**src/verilog/crfs_pkg.sv**
```systemverilog
/*
 Package for the clock, reset flag and clock select block: register offsets,
 bit positions, reset values and the state carrier types.
 Assumes an 8-bit register port with byte offsets as printed.
*/
package crfs_pkg;
    // ----------------------------------------
    // Register offsets
    // ----------------------------------------
    localparam logic [7:0] CRFS_OFS_FLAGS = 8'h37;
    localparam logic [7:0] CRFS_OFS_INTEN = 8'h38;
    localparam logic [7:0] CRFS_OFS_CLKSEL = 8'h39;
    // ----------------------------------------
    // Flags register bits
    // ----------------------------------------
    localparam int CRFS_B_TICKF = 7;
    localparam int CRFS_B_POWER_ON_RESET_FLAG = 6;
    localparam int CRFS_B_LOW_VOLTAGE_RESET_FLAG = 5;
    localparam int CRFS_B_LOCKF = 4;
    localparam int CRFS_B_LOCK = 3;
    localparam int CRFS_B_ILLEGAL_ADDRESS_RESET_FLAG = 2;
    localparam int CRFS_B_OSCF = 1;
    localparam int CRFS_B_OSCQ = 0;
    // ----------------------------------------
    // Interrupt enable register bits
    // ----------------------------------------
    localparam int CRFS_B_TICKIE = 7;
    localparam int CRFS_B_LOCK_CHANGE_INTERRUPT_ENABLE = 4;
    localparam int CRFS_B_OSCILLATOR_INTERRUPT_ENABLE = 1;
    localparam int CRFS_B_PLLLOSS = 0;
    // ----------------------------------------
    // Clock select register bits
    // ----------------------------------------
    localparam int CRFS_B_SYSSEL = 7;
    localparam int CRFS_B_PSTOP = 6;
    localparam int CRFS_B_SAD = 5;
    localparam int CRFS_B_WDSEL1 = 4;
    localparam int CRFS_B_TICKPSE = 3;
    localparam int CRFS_B_WDPSE = 2;
    localparam int CRFS_B_TICKSEL = 1;
    localparam int CRFS_B_WDSEL0 = 0;
    // ----------------------------------------
    // Reset values, divider and ACLK sync constants
    // ----------------------------------------
    localparam logic [7:0] CRFS_CLKSEL_RST = 8'h80;
    localparam logic [7:0] CRFS_INTEN_RST = 8'h00;
    localparam logic [4:0] CRFS_UNLOCK_DIV = 5'h03;
    localparam int CRFS_ACLK_SYNC_CYC = 2;
    localparam logic [1:0] CRFS_ACLK_SYNC = 2'h2;

    typedef struct packed {
        logic tick_timeout_flag;
        logic power_on_reset_flag;
        logic low_voltage_reset_flag;
        logic lock_change_flag;
        logic illegal_address_reset_flag;
        logic oscillator_change_flag;
        logic pll_clock_loss_reset_flag;
        logic [7:0] inten;
        logic [7:0] clksel;
        logic wd_lower_lost;
        logic lock_seen;
        logic oscq_seen;
        logic stop_seen;
        logic [1:0] aclk_cnt;
        logic aclk_gate;
        logic [7:0] rdata;
        logic irq;
        logic tick_restart;
        logic wd_restart;
        logic tick_run;
        logic wd_run;
        logic osc_enable;
        logic sys_from_pll;
        logic [4:0] pll_div;
        logic [1:0] wd_src;
        logic tick_src;
    } crfs_state_s;

    typedef struct packed {
        logic [7:0] addr;
        logic [7:0] wdata;
        logic wr;
        logic rd;
    } crfs_bus_s;
endpackage

```
**src/verilog/crfs_top.sv**
```systemverilog
/*
 Reset cause flags, PLL and oscillator status, interrupt enables and the
 system, tick and watchdog clock selects.
 Assumes inputs synchronous to ref_clk; power-on and low-voltage resets are
 reported as one-cycle pulses once this logic runs again after them.
*/
// Our own choice: strobed register access.
`timescale 1ns/1ns
module crfs_top (
    // Clock, reset and enable
    input wire logic ref_clk,
    input wire logic sys_rst,
    input wire logic clk_en,
    // Register port
    input wire crfs_pkg::crfs_bus_s bus,
    output logic [7:0] rdata,
    // Reset causes and events
    input wire logic por_event,
    input wire logic lvr_event,
    input wire logic ila_event,
    input wire logic pll_loss_event,
    input wire logic tick_period_end,
    // Status and mode
    input wire logic pll_locked,
    input wire logic osc_qualified,
    input wire logic special_mode,
    input wire logic write_protect,
    input wire logic wd_write_once_done,
    input wire logic stop_mode,
    input wire logic wd_aclk_tick,
    input wire logic [4:0] pll_post_divider,
    // Interrupt request and outputs to the clock tree
    output logic irq,
    output logic sys_from_pll,
    output logic [4:0] pll_div,
    output logic osc_enable,
    output logic tick_src,
    output logic [1:0] wd_src,
    output logic tick_run,
    output logic wd_run,
    output logic aclk_gate,
    output logic tick_restart,
    output logic wd_restart
);
    import crfs_pkg::*;

    crfs_state_s s_reg;
    crfs_state_s s_next;
    logic oscq;
    logic full_stop;
    logic wr_flags;
    logic wr_inten;
    logic wr_clk;
    logic [7:0] wv;
    logic [7:0] cs;
    logic lockable;

    // ----------------------------------------
    // Next state
    // ----------------------------------------
    always_comb begin
        s_next = s_reg;
        wv = bus.wdata;
        full_stop = stop_mode && !s_reg.clksel[CRFS_B_PSTOP];
        oscq = osc_qualified && !full_stop;
        wr_flags = bus.wr && bus.addr == CRFS_OFS_FLAGS;
        wr_inten = bus.wr && bus.addr == CRFS_OFS_INTEN;
        wr_clk = bus.wr && bus.addr == CRFS_OFS_CLKSEL && !write_protect;
        lockable = !special_mode && wd_write_once_done;
        cs = s_reg.clksel;

        // Write one clears, then hardware sets so an event is never lost
        if (wr_flags) begin
            if (wv[CRFS_B_TICKF]) s_next.tick_timeout_flag = 1'b0;
            if (wv[CRFS_B_POWER_ON_RESET_FLAG]) s_next.power_on_reset_flag = 1'b0;
            if (wv[CRFS_B_LOW_VOLTAGE_RESET_FLAG]) s_next.low_voltage_reset_flag = 1'b0;
            if (wv[CRFS_B_LOCKF]) s_next.lock_change_flag = 1'b0;
            if (wv[CRFS_B_ILLEGAL_ADDRESS_RESET_FLAG]) s_next.illegal_address_reset_flag = 1'b0;
            if (wv[CRFS_B_OSCF]) s_next.oscillator_change_flag = 1'b0;
        end
        if (wr_inten) begin
            s_next.inten = wv & 8'h92;
            if (wv[CRFS_B_PLLLOSS]) s_next.pll_clock_loss_reset_flag = 1'b0;
        end
        if (tick_period_end) s_next.tick_timeout_flag = 1'b1;
        if (por_event) begin
            s_next.power_on_reset_flag = 1'b1;
            s_next.illegal_address_reset_flag = 1'b0;
            s_next.pll_clock_loss_reset_flag = 1'b0;
        end
        if (por_event || lvr_event) s_next.low_voltage_reset_flag = 1'b1;
        if (ila_event && !por_event) s_next.illegal_address_reset_flag = 1'b1;
        if (pll_loss_event && !por_event) s_next.pll_clock_loss_reset_flag = 1'b1;
        s_next.lock_seen = pll_locked;
        if (pll_locked != s_reg.lock_seen) s_next.lock_change_flag = 1'b1;
        s_next.oscq_seen = oscq;
        if (oscq != s_reg.oscq_seen) s_next.oscillator_change_flag = 1'b1;

        // Clock select writes
        if (wr_clk) begin
            cs[CRFS_B_PSTOP] = wv[CRFS_B_PSTOP];
            cs[CRFS_B_TICKPSE] = wv[CRFS_B_TICKPSE];
            cs[CRFS_B_WDPSE] = wv[CRFS_B_WDPSE];
            cs[CRFS_B_SYSSEL] = wv[CRFS_B_SYSSEL] || !oscq;
            cs[CRFS_B_TICKSEL] = wv[CRFS_B_TICKSEL] && oscq;
            if (!lockable) begin
                cs[CRFS_B_SAD] = wv[CRFS_B_SAD];
                cs[CRFS_B_WDSEL1] = wv[CRFS_B_WDSEL1];
            end
            if (!lockable || (s_reg.wd_lower_lost && wv[CRFS_B_WDSEL0])) begin
                cs[CRFS_B_WDSEL0] = wv[CRFS_B_WDSEL0] && oscq;
                if (wv[CRFS_B_WDSEL0] && oscq) s_next.wd_lower_lost = 1'b0;
            end
        end
        // Loss of qualification overrides; upper watchdog select survives it
        if (!oscq) begin
            cs[CRFS_B_SYSSEL] = 1'b1;
            cs[CRFS_B_TICKSEL] = 1'b0;
            if (cs[CRFS_B_WDSEL0]) s_next.wd_lower_lost = 1'b1;
            cs[CRFS_B_WDSEL0] = 1'b0;
        end
        s_next.clksel = cs;
        s_next.tick_restart = cs[CRFS_B_TICKSEL] != s_reg.clksel[CRFS_B_TICKSEL];
        s_next.wd_restart = (cs[CRFS_B_WDSEL1] != s_reg.clksel[CRFS_B_WDSEL1])
            || (!cs[CRFS_B_WDSEL1] && cs[CRFS_B_WDSEL0] != s_reg.clksel[CRFS_B_WDSEL0]);

        // Clock sources and dividers
        s_next.sys_from_pll = cs[CRFS_B_SYSSEL];
        s_next.pll_div = pll_locked ? pll_post_divider : CRFS_UNLOCK_DIV;
        s_next.tick_src = cs[CRFS_B_TICKSEL];
        s_next.wd_src = cs[CRFS_B_WDSEL1] ? 2'h2 : {1'b0, cs[CRFS_B_WDSEL0]};
        s_next.osc_enable = !stop_mode || cs[CRFS_B_PSTOP];

        // Stop mode counters: frozen unless pseudo-stop enables them or the watchdog runs on ACLK, never cleared
        s_next.tick_run = !stop_mode || (cs[CRFS_B_PSTOP] && cs[CRFS_B_TICKPSE]
            && cs[CRFS_B_TICKSEL]);
        s_next.wd_run = !stop_mode || cs[CRFS_B_WDSEL1]
            || (cs[CRFS_B_PSTOP] && cs[CRFS_B_WDPSE] && cs[CRFS_B_WDSEL0]);

        // ACLK gating waits two aclk ticks so the watchdog sees stop cleanly
        s_next.stop_seen = stop_mode;
        if (!stop_mode) begin
            s_next.aclk_cnt = 2'h0;
            s_next.aclk_gate = 1'b0;
        end else if (cs[CRFS_B_SAD] && cs[CRFS_B_WDSEL1] && !s_reg.aclk_gate) begin
            if (wd_aclk_tick) s_next.aclk_cnt = s_reg.aclk_cnt + 2'h1;
            if (wd_aclk_tick && s_reg.aclk_cnt + 2'h1 == CRFS_ACLK_SYNC)
                s_next.aclk_gate = 1'b1;
        end

        // Interrupt request and read data
        s_next.irq = (s_next.tick_timeout_flag && s_next.inten[CRFS_B_TICKIE])
            || (s_next.lock_change_flag && s_next.inten[CRFS_B_LOCK_CHANGE_INTERRUPT_ENABLE])
            || (s_next.oscillator_change_flag && s_next.inten[CRFS_B_OSCILLATOR_INTERRUPT_ENABLE]);
        s_next.rdata = 8'h00;
        if (bus.rd) begin
            case (bus.addr)
                CRFS_OFS_FLAGS: s_next.rdata = {s_reg.tick_timeout_flag,
                    s_reg.power_on_reset_flag, s_reg.low_voltage_reset_flag,
                    s_reg.lock_change_flag, pll_locked, s_reg.illegal_address_reset_flag,
                    s_reg.oscillator_change_flag, s_reg.oscq_seen};
                CRFS_OFS_INTEN: s_next.rdata = {s_reg.inten[7:1],
                    s_reg.pll_clock_loss_reset_flag};
                CRFS_OFS_CLKSEL: s_next.rdata = s_reg.clksel;
                default: s_next.rdata = 8'h00;
            endcase
        end
    end

    // ----------------------------------------
    // State register
    // ----------------------------------------
    always_ff @(posedge ref_clk or posedge sys_rst) begin
        if (sys_rst) begin
            s_reg <= '0;
            s_reg.clksel <= CRFS_CLKSEL_RST;
            s_reg.inten <= CRFS_INTEN_RST;
            s_reg.sys_from_pll <= 1'b1;
            s_reg.pll_div <= CRFS_UNLOCK_DIV;
            s_reg.osc_enable <= 1'b1;
            s_reg.tick_run <= 1'b1;
            s_reg.wd_run <= 1'b1;
        end else if (clk_en) begin
            s_reg <= s_next;
        end
    end

    assign rdata = s_reg.rdata;
    assign irq = s_reg.irq;
    assign sys_from_pll = s_reg.sys_from_pll;
    assign pll_div = s_reg.pll_div;
    assign osc_enable = s_reg.osc_enable;
    assign tick_src = s_reg.tick_src;
    assign wd_src = s_reg.wd_src;
    assign tick_run = s_reg.tick_run;
    assign wd_run = s_reg.wd_run;
    assign aclk_gate = s_reg.aclk_gate;
    assign tick_restart = s_reg.tick_restart;
    assign wd_restart = s_reg.wd_restart;

    // ----------------------------------------
    // Checks
    // ----------------------------------------
    tick_flag_set_a: assert property (@(posedge ref_clk) disable iff (sys_rst)
        clk_en && tick_period_end |=> s_reg.tick_timeout_flag)
        else $error("tick flag not set");
    zero_write_keeps_a: assert property (@(posedge ref_clk) disable iff (sys_rst)
        clk_en && wr_flags && !wv[CRFS_B_POWER_ON_RESET_FLAG] && s_reg.power_on_reset_flag
        |=> s_reg.power_on_reset_flag)
        else $error("flag lost on zero write");
    por_flag_set_a: assert property (@(posedge ref_clk) disable iff (sys_rst)
        clk_en && por_event |=> s_reg.power_on_reset_flag && s_reg.low_voltage_reset_flag)
        else $error("power-on flags not set");
    ila_por_clear_a: assert property (@(posedge ref_clk) disable iff (sys_rst)
        clk_en && por_event |=> !s_reg.illegal_address_reset_flag)
        else $error("illegal address flag not cleared");
    lock_toggle_flag_a: assert property (@(posedge ref_clk) disable iff (sys_rst)
        clk_en && $changed(pll_locked) && $past(clk_en) ##1 clk_en |=> s_reg.lock_change_flag)
        else $error("lock change missed");
    protect_blocks_a: assert property (@(posedge ref_clk) disable iff (sys_rst)
        clk_en && bus.wr && bus.addr == CRFS_OFS_CLKSEL && write_protect && oscq
        |=> s_reg.clksel[CRFS_B_PSTOP] == $past(s_reg.clksel[CRFS_B_PSTOP]))
        else $error("protected write took effect");
    sys_sel_osc_a: assert property (@(posedge ref_clk) disable iff (sys_rst)
        clk_en && !oscq |=> s_reg.clksel[CRFS_B_SYSSEL] && !s_reg.clksel[CRFS_B_TICKSEL])
        else $error("select not forced on oscillator loss");
    wd_src_map_a: assert property (@(posedge ref_clk) disable iff (sys_rst)
        clk_en && $past(clk_en) |-> wd_src == ($past(s_next.clksel[CRFS_B_WDSEL1]) ? 2'h2
        : {1'b0, $past(s_next.clksel[CRFS_B_WDSEL0])}))
        else $error("watchdog source wrong");
    irq_enable_a: assert property (@(posedge ref_clk) disable iff (sys_rst)
        s_reg.tick_timeout_flag && s_reg.inten[CRFS_B_TICKIE] && $past(clk_en) |-> irq)
        else $error("tick irq missing");
endmodule

```
**config.mk**
```make
export PLATFORM = sky130hd
export DESIGN_NAME = crfs_top
export DESIGN_NICKNAME = d
export VERILOG_FILES = /design/src/verilog/crfs_pkg.sv /design/src/verilog/crfs_top.sv
export SDC_FILE = /design/constraint.sdc
export NUM_CORES = 1
export LEC_CHECK = 0
export BUFFER_PORTS_ARGS = -buffer_cell sky130_fd_sc_hd__buf_2
export CAP_MARGIN = 5
export CELL_PAD_IN_SITES_DETAIL_PLACEMENT = 0
export CELL_PAD_IN_SITES_GLOBAL_PLACEMENT = 2
export CORE_UTILIZATION = 34
export CTS_BUF_LIST = sky130_fd_sc_hd__clkbuf_4
export DETAILED_ROUTE_END_ITERATION = 10
export PLACE_DENSITY_LB_ADDON = 0.05
export SYNTH_ARGS = -nofsm -noshare
export SYNTH_HDL_FRONTEND = slang
export SYNTH_SLANG_ARGS = --single-unit
```
**constraint.sdc**
```tcl
create_clock -name ref_clk -period 2.1 [get_ports ref_clk]
set_input_delay 0.315 -clock ref_clk [delete_from_list [all_inputs] [get_ports ref_clk]]
set_output_delay 0.315 -clock ref_clk [all_outputs]
set_load 0.02 [all_outputs]
```
==> impl_metrics.yaml <==
status:
  status: "complete, but fails checks"
  violations: "negative hold slack"
setup_path:
  crit_buf_inv: 0
  max_stage_delay_ns: 0.49
  timing.critical_path.arrival_ns: 1.94
  crit_path_cell_trace: "nand2b_1 -> and3_1 -> a2bb2oi_1 -> or3_1 -> o311ai_1"
  cp_slowest_cell: "dfrtp_1"
  cp_data_required_time_ns: 2.38
  crit_fanout: 6
  worstSetupPathType: "reg2reg"
  cp_top_family: "simple AND/OR/NAND/NOR gates"
  cp-start-kind: "register"
  endpoint_kind: "register"
finish:
  final_area_mm2: 0.00286
  drive_above_1_share_pct: 34.8
  antenna_cells: 0
  largest_reg_flops: 23
  layout.nets: 337
  syn2layout_area_growth_pct: 17.3
clock_tree:
  post_cts_buffers: 0
  clk_latency_ns: 0.36
  cts_buffers: 5
  ctsHtreeMaxLevel: 2
  clk_path_buf_depth: 2
  cts_tree: "built"
  post_cts_resized: 0
  postCtsHoldBufs: 0
  cts.sinks: 44
  root_buffer: "clkbuf_4"
  path_clk_slew_ns: 0.14
flow_run:
  cap_violations: 0
yosys:
  syn_area_mm2: 0.00244
  synth_cells: 243
  synthArstFlopShare_pct: 100
  synth_edf_count: 0
  yosysTopAreaCellShare_pct: 39.0
  synth_seq_cells: 44
  syn_nets: 282
  synthTopCellsByArea: "dfrtp_1 (39%), dfstp_2 (6.5%), buf_4 (4.9%)"
  synthDistinctLibCells: 53
  yosysTopAreaCell: "dfrtp_1"
  synth.yosys.seq_area_share_pct: 45.4
  avgSynthCellArea_um2: 10.0
  ys.flop_type: "dfrtp_1"
  yosysWarnings: 0
detailed_routing:
  ant_nets: 0
  wl_per_cell_um: 16.6
  avgViaCountPerCell: 5.14
  drc: 0
  drt_iter0_drc: 98
  firstDrtPassIters: 4
  drt-total-wl_um: 6550
  via_count: 2032
floorplan:
  core-area_mm2: 0.00687
  die-area_mm2: 0.00752
  die_w_um: 86.7
  ios: 62
  die_h_um: 86.7
  rows: 30
  start_util_pct: 35.5
sta:
  setup_violations: 0
  drv_slew: 0
  skew_ns: 0.00750
  fin_setup_tns_ns: 0
  fin_crit_sh_pct: 79.1
  maxSlewHeadroom_pct: 61.5
  period_minus_slack_ns: 1.66
  finalHoldViolations: 8
  whs_ns: -0.0187
  layout_setup_ws_ns: 0.439
  clock.fmax_ghz: 0.602
  rsz0062_at_grt: "false"
  worstMarginPinSlew_ns: 0.577
global_route:
  overflow: 0
  grt_max_degree: 24
  grt_pass1_vias: 2019
  grt_first_pass_wirelength_um: 10600
  grt_usage_pct: 18.9
  antenna_found_initial: 0
placement:
  port_buffers: 61
  gp_congestion: 0.753
  dpl_worst_slack_ns: 0.187
  hpwl_um: 4910
  placed_cell_area_mm2: 0.00281
worst_hold_path:
  hold_path.class: "in2async"
power_and_ir_drop:
  p_per_area_mw_per_mm2: 549
  peakVddDrop_v: 0.000258
  power.leakage_nw: 1.34
-- stage by stage --
| step | total power [mW] | cells | hold slack [ns] | utilization [%] |
|---|---|---|---|---|
| floorplan | 1.07 | 243 | 0.377 | - |
| global placement | 1.18 | 387 | 0.410 | 40.9 |
| detailed placement | 1.18 | 387 | 0.416 | 40.9 |
| CTS | 1.59 | 395 | 0.0102 | 41.7 |
| global route | 1.66 | 395 | 0.0241 | 41.7 |
| finish | 1.57 | 395 | -0.0187 | 41.7 |
-- per-layer routing --
metal | wire length [um] | global-route usage, % | share of wire, %
met1 | 3210 | 26.2 | 49
met2 | 2970 | 30.4 | 45
met3 | 306 | 3.52 | 4.7
met4 | 62 | 4.55 | 0.95
met5 | 0 | 0 | 0
-- worst register-to-register path, delay by kind of cell (launching register included) --
kind | cells | cell delay [ns]
compound gates | 2 | 0.24
flops | 1 | 0.49
simple gates | 3 | 0.86
-- placed cells by master (no fill, tap or decap), types with 4 or more instances in the layout --
master     count
a21oi_1       11
a32oi_1        4
and3_1         4
buf_2         61
buf_4         11
clkbuf_4       5
dfrtp_1       38
dfstp_2        6
inv_1         10
mux2_2        10
mux2i_1        9
nand2_1       19
nand4_1        5
nor2_1        25
o21ai_0        9
o2bb2ai_1     11
-- cell families after synthesis --
family / share of synthesized area, %
AOI/OAI and AO/OA: 17.6
muxes: 8.92
xor gates and xnor gates: 0.359
buffers and inverters: 8.15
DFF: 45.4
and+or+nand+nor: 19.0
adders and majority gates: 0.513
-- path summary, 6_finish.rpt --
kind | cells past startpoint | slack, ns | end | start
setup / recovery | 5 | 0.44 | irq$_DFFE_PP0P_ | s_reg[36]$_DFFE_PP0P_
hold / removal | 2 | -0.02 | rdata[7]$_DFFE_PP0P_ | sys_rst
setup reg to reg | 5 | 0.44 | irq$_DFFE_PP0P_ | s_reg[36]$_DFFE_PP0P_
hold reg to reg | 1 | 0.50 | rdata[5]$_DFFE_PP0P_ | rdata[5]$_DFFE_PP0P_
max in group asynchronous | 3 | 1.50 | osc_enable$_DFFE_PP1P_ | sys_rst
min in group ref_clk | 3 | 0.14 | s_reg[46]$_DFFE_PP0P_ | pll_loss_event
-- area by class of cell --
type,count,area (um^2)
inverters,11,41.3
fillers,722,4010
well taps,96,120
multi-input cells,163,1130
flip-flops and latches,44,1110
repair buffers,73,408
clock inverters,3,13.8
clock buffers,5,37.5
-- synth_stat cells (2+ instances only) --
cell / instances
a21oi_1: 11
a22o_1: 2
a31oi_1: 3
a32oi_1: 4
and2_1: 3
and3_1: 4
buf_2: 3
buf_4: 16
clkbuf_1: 6
dfrtp_1: 38
dfstp_2: 6
inv_1: 11
mux2_2: 10
mux2i_1: 9
nand2_1: 19
nand2b_1: 3
nand3_1: 3
nand4_1: 5
nor2_1: 25
nor2b_1: 3
nor3_1: 3
o211ai_1: 3
o21a_1: 2
o21ai_0: 9
o22a_1: 2
o22ai_1: 2
o2bb2ai_1: 11
or4_1: 2
-- power breakdown --
part	internal [mW]	switching, mW
clock network	0.124	0.292
registers	0.886	0.0211
logic	0.0966	0.153
(Power assumes the default switching activity.)
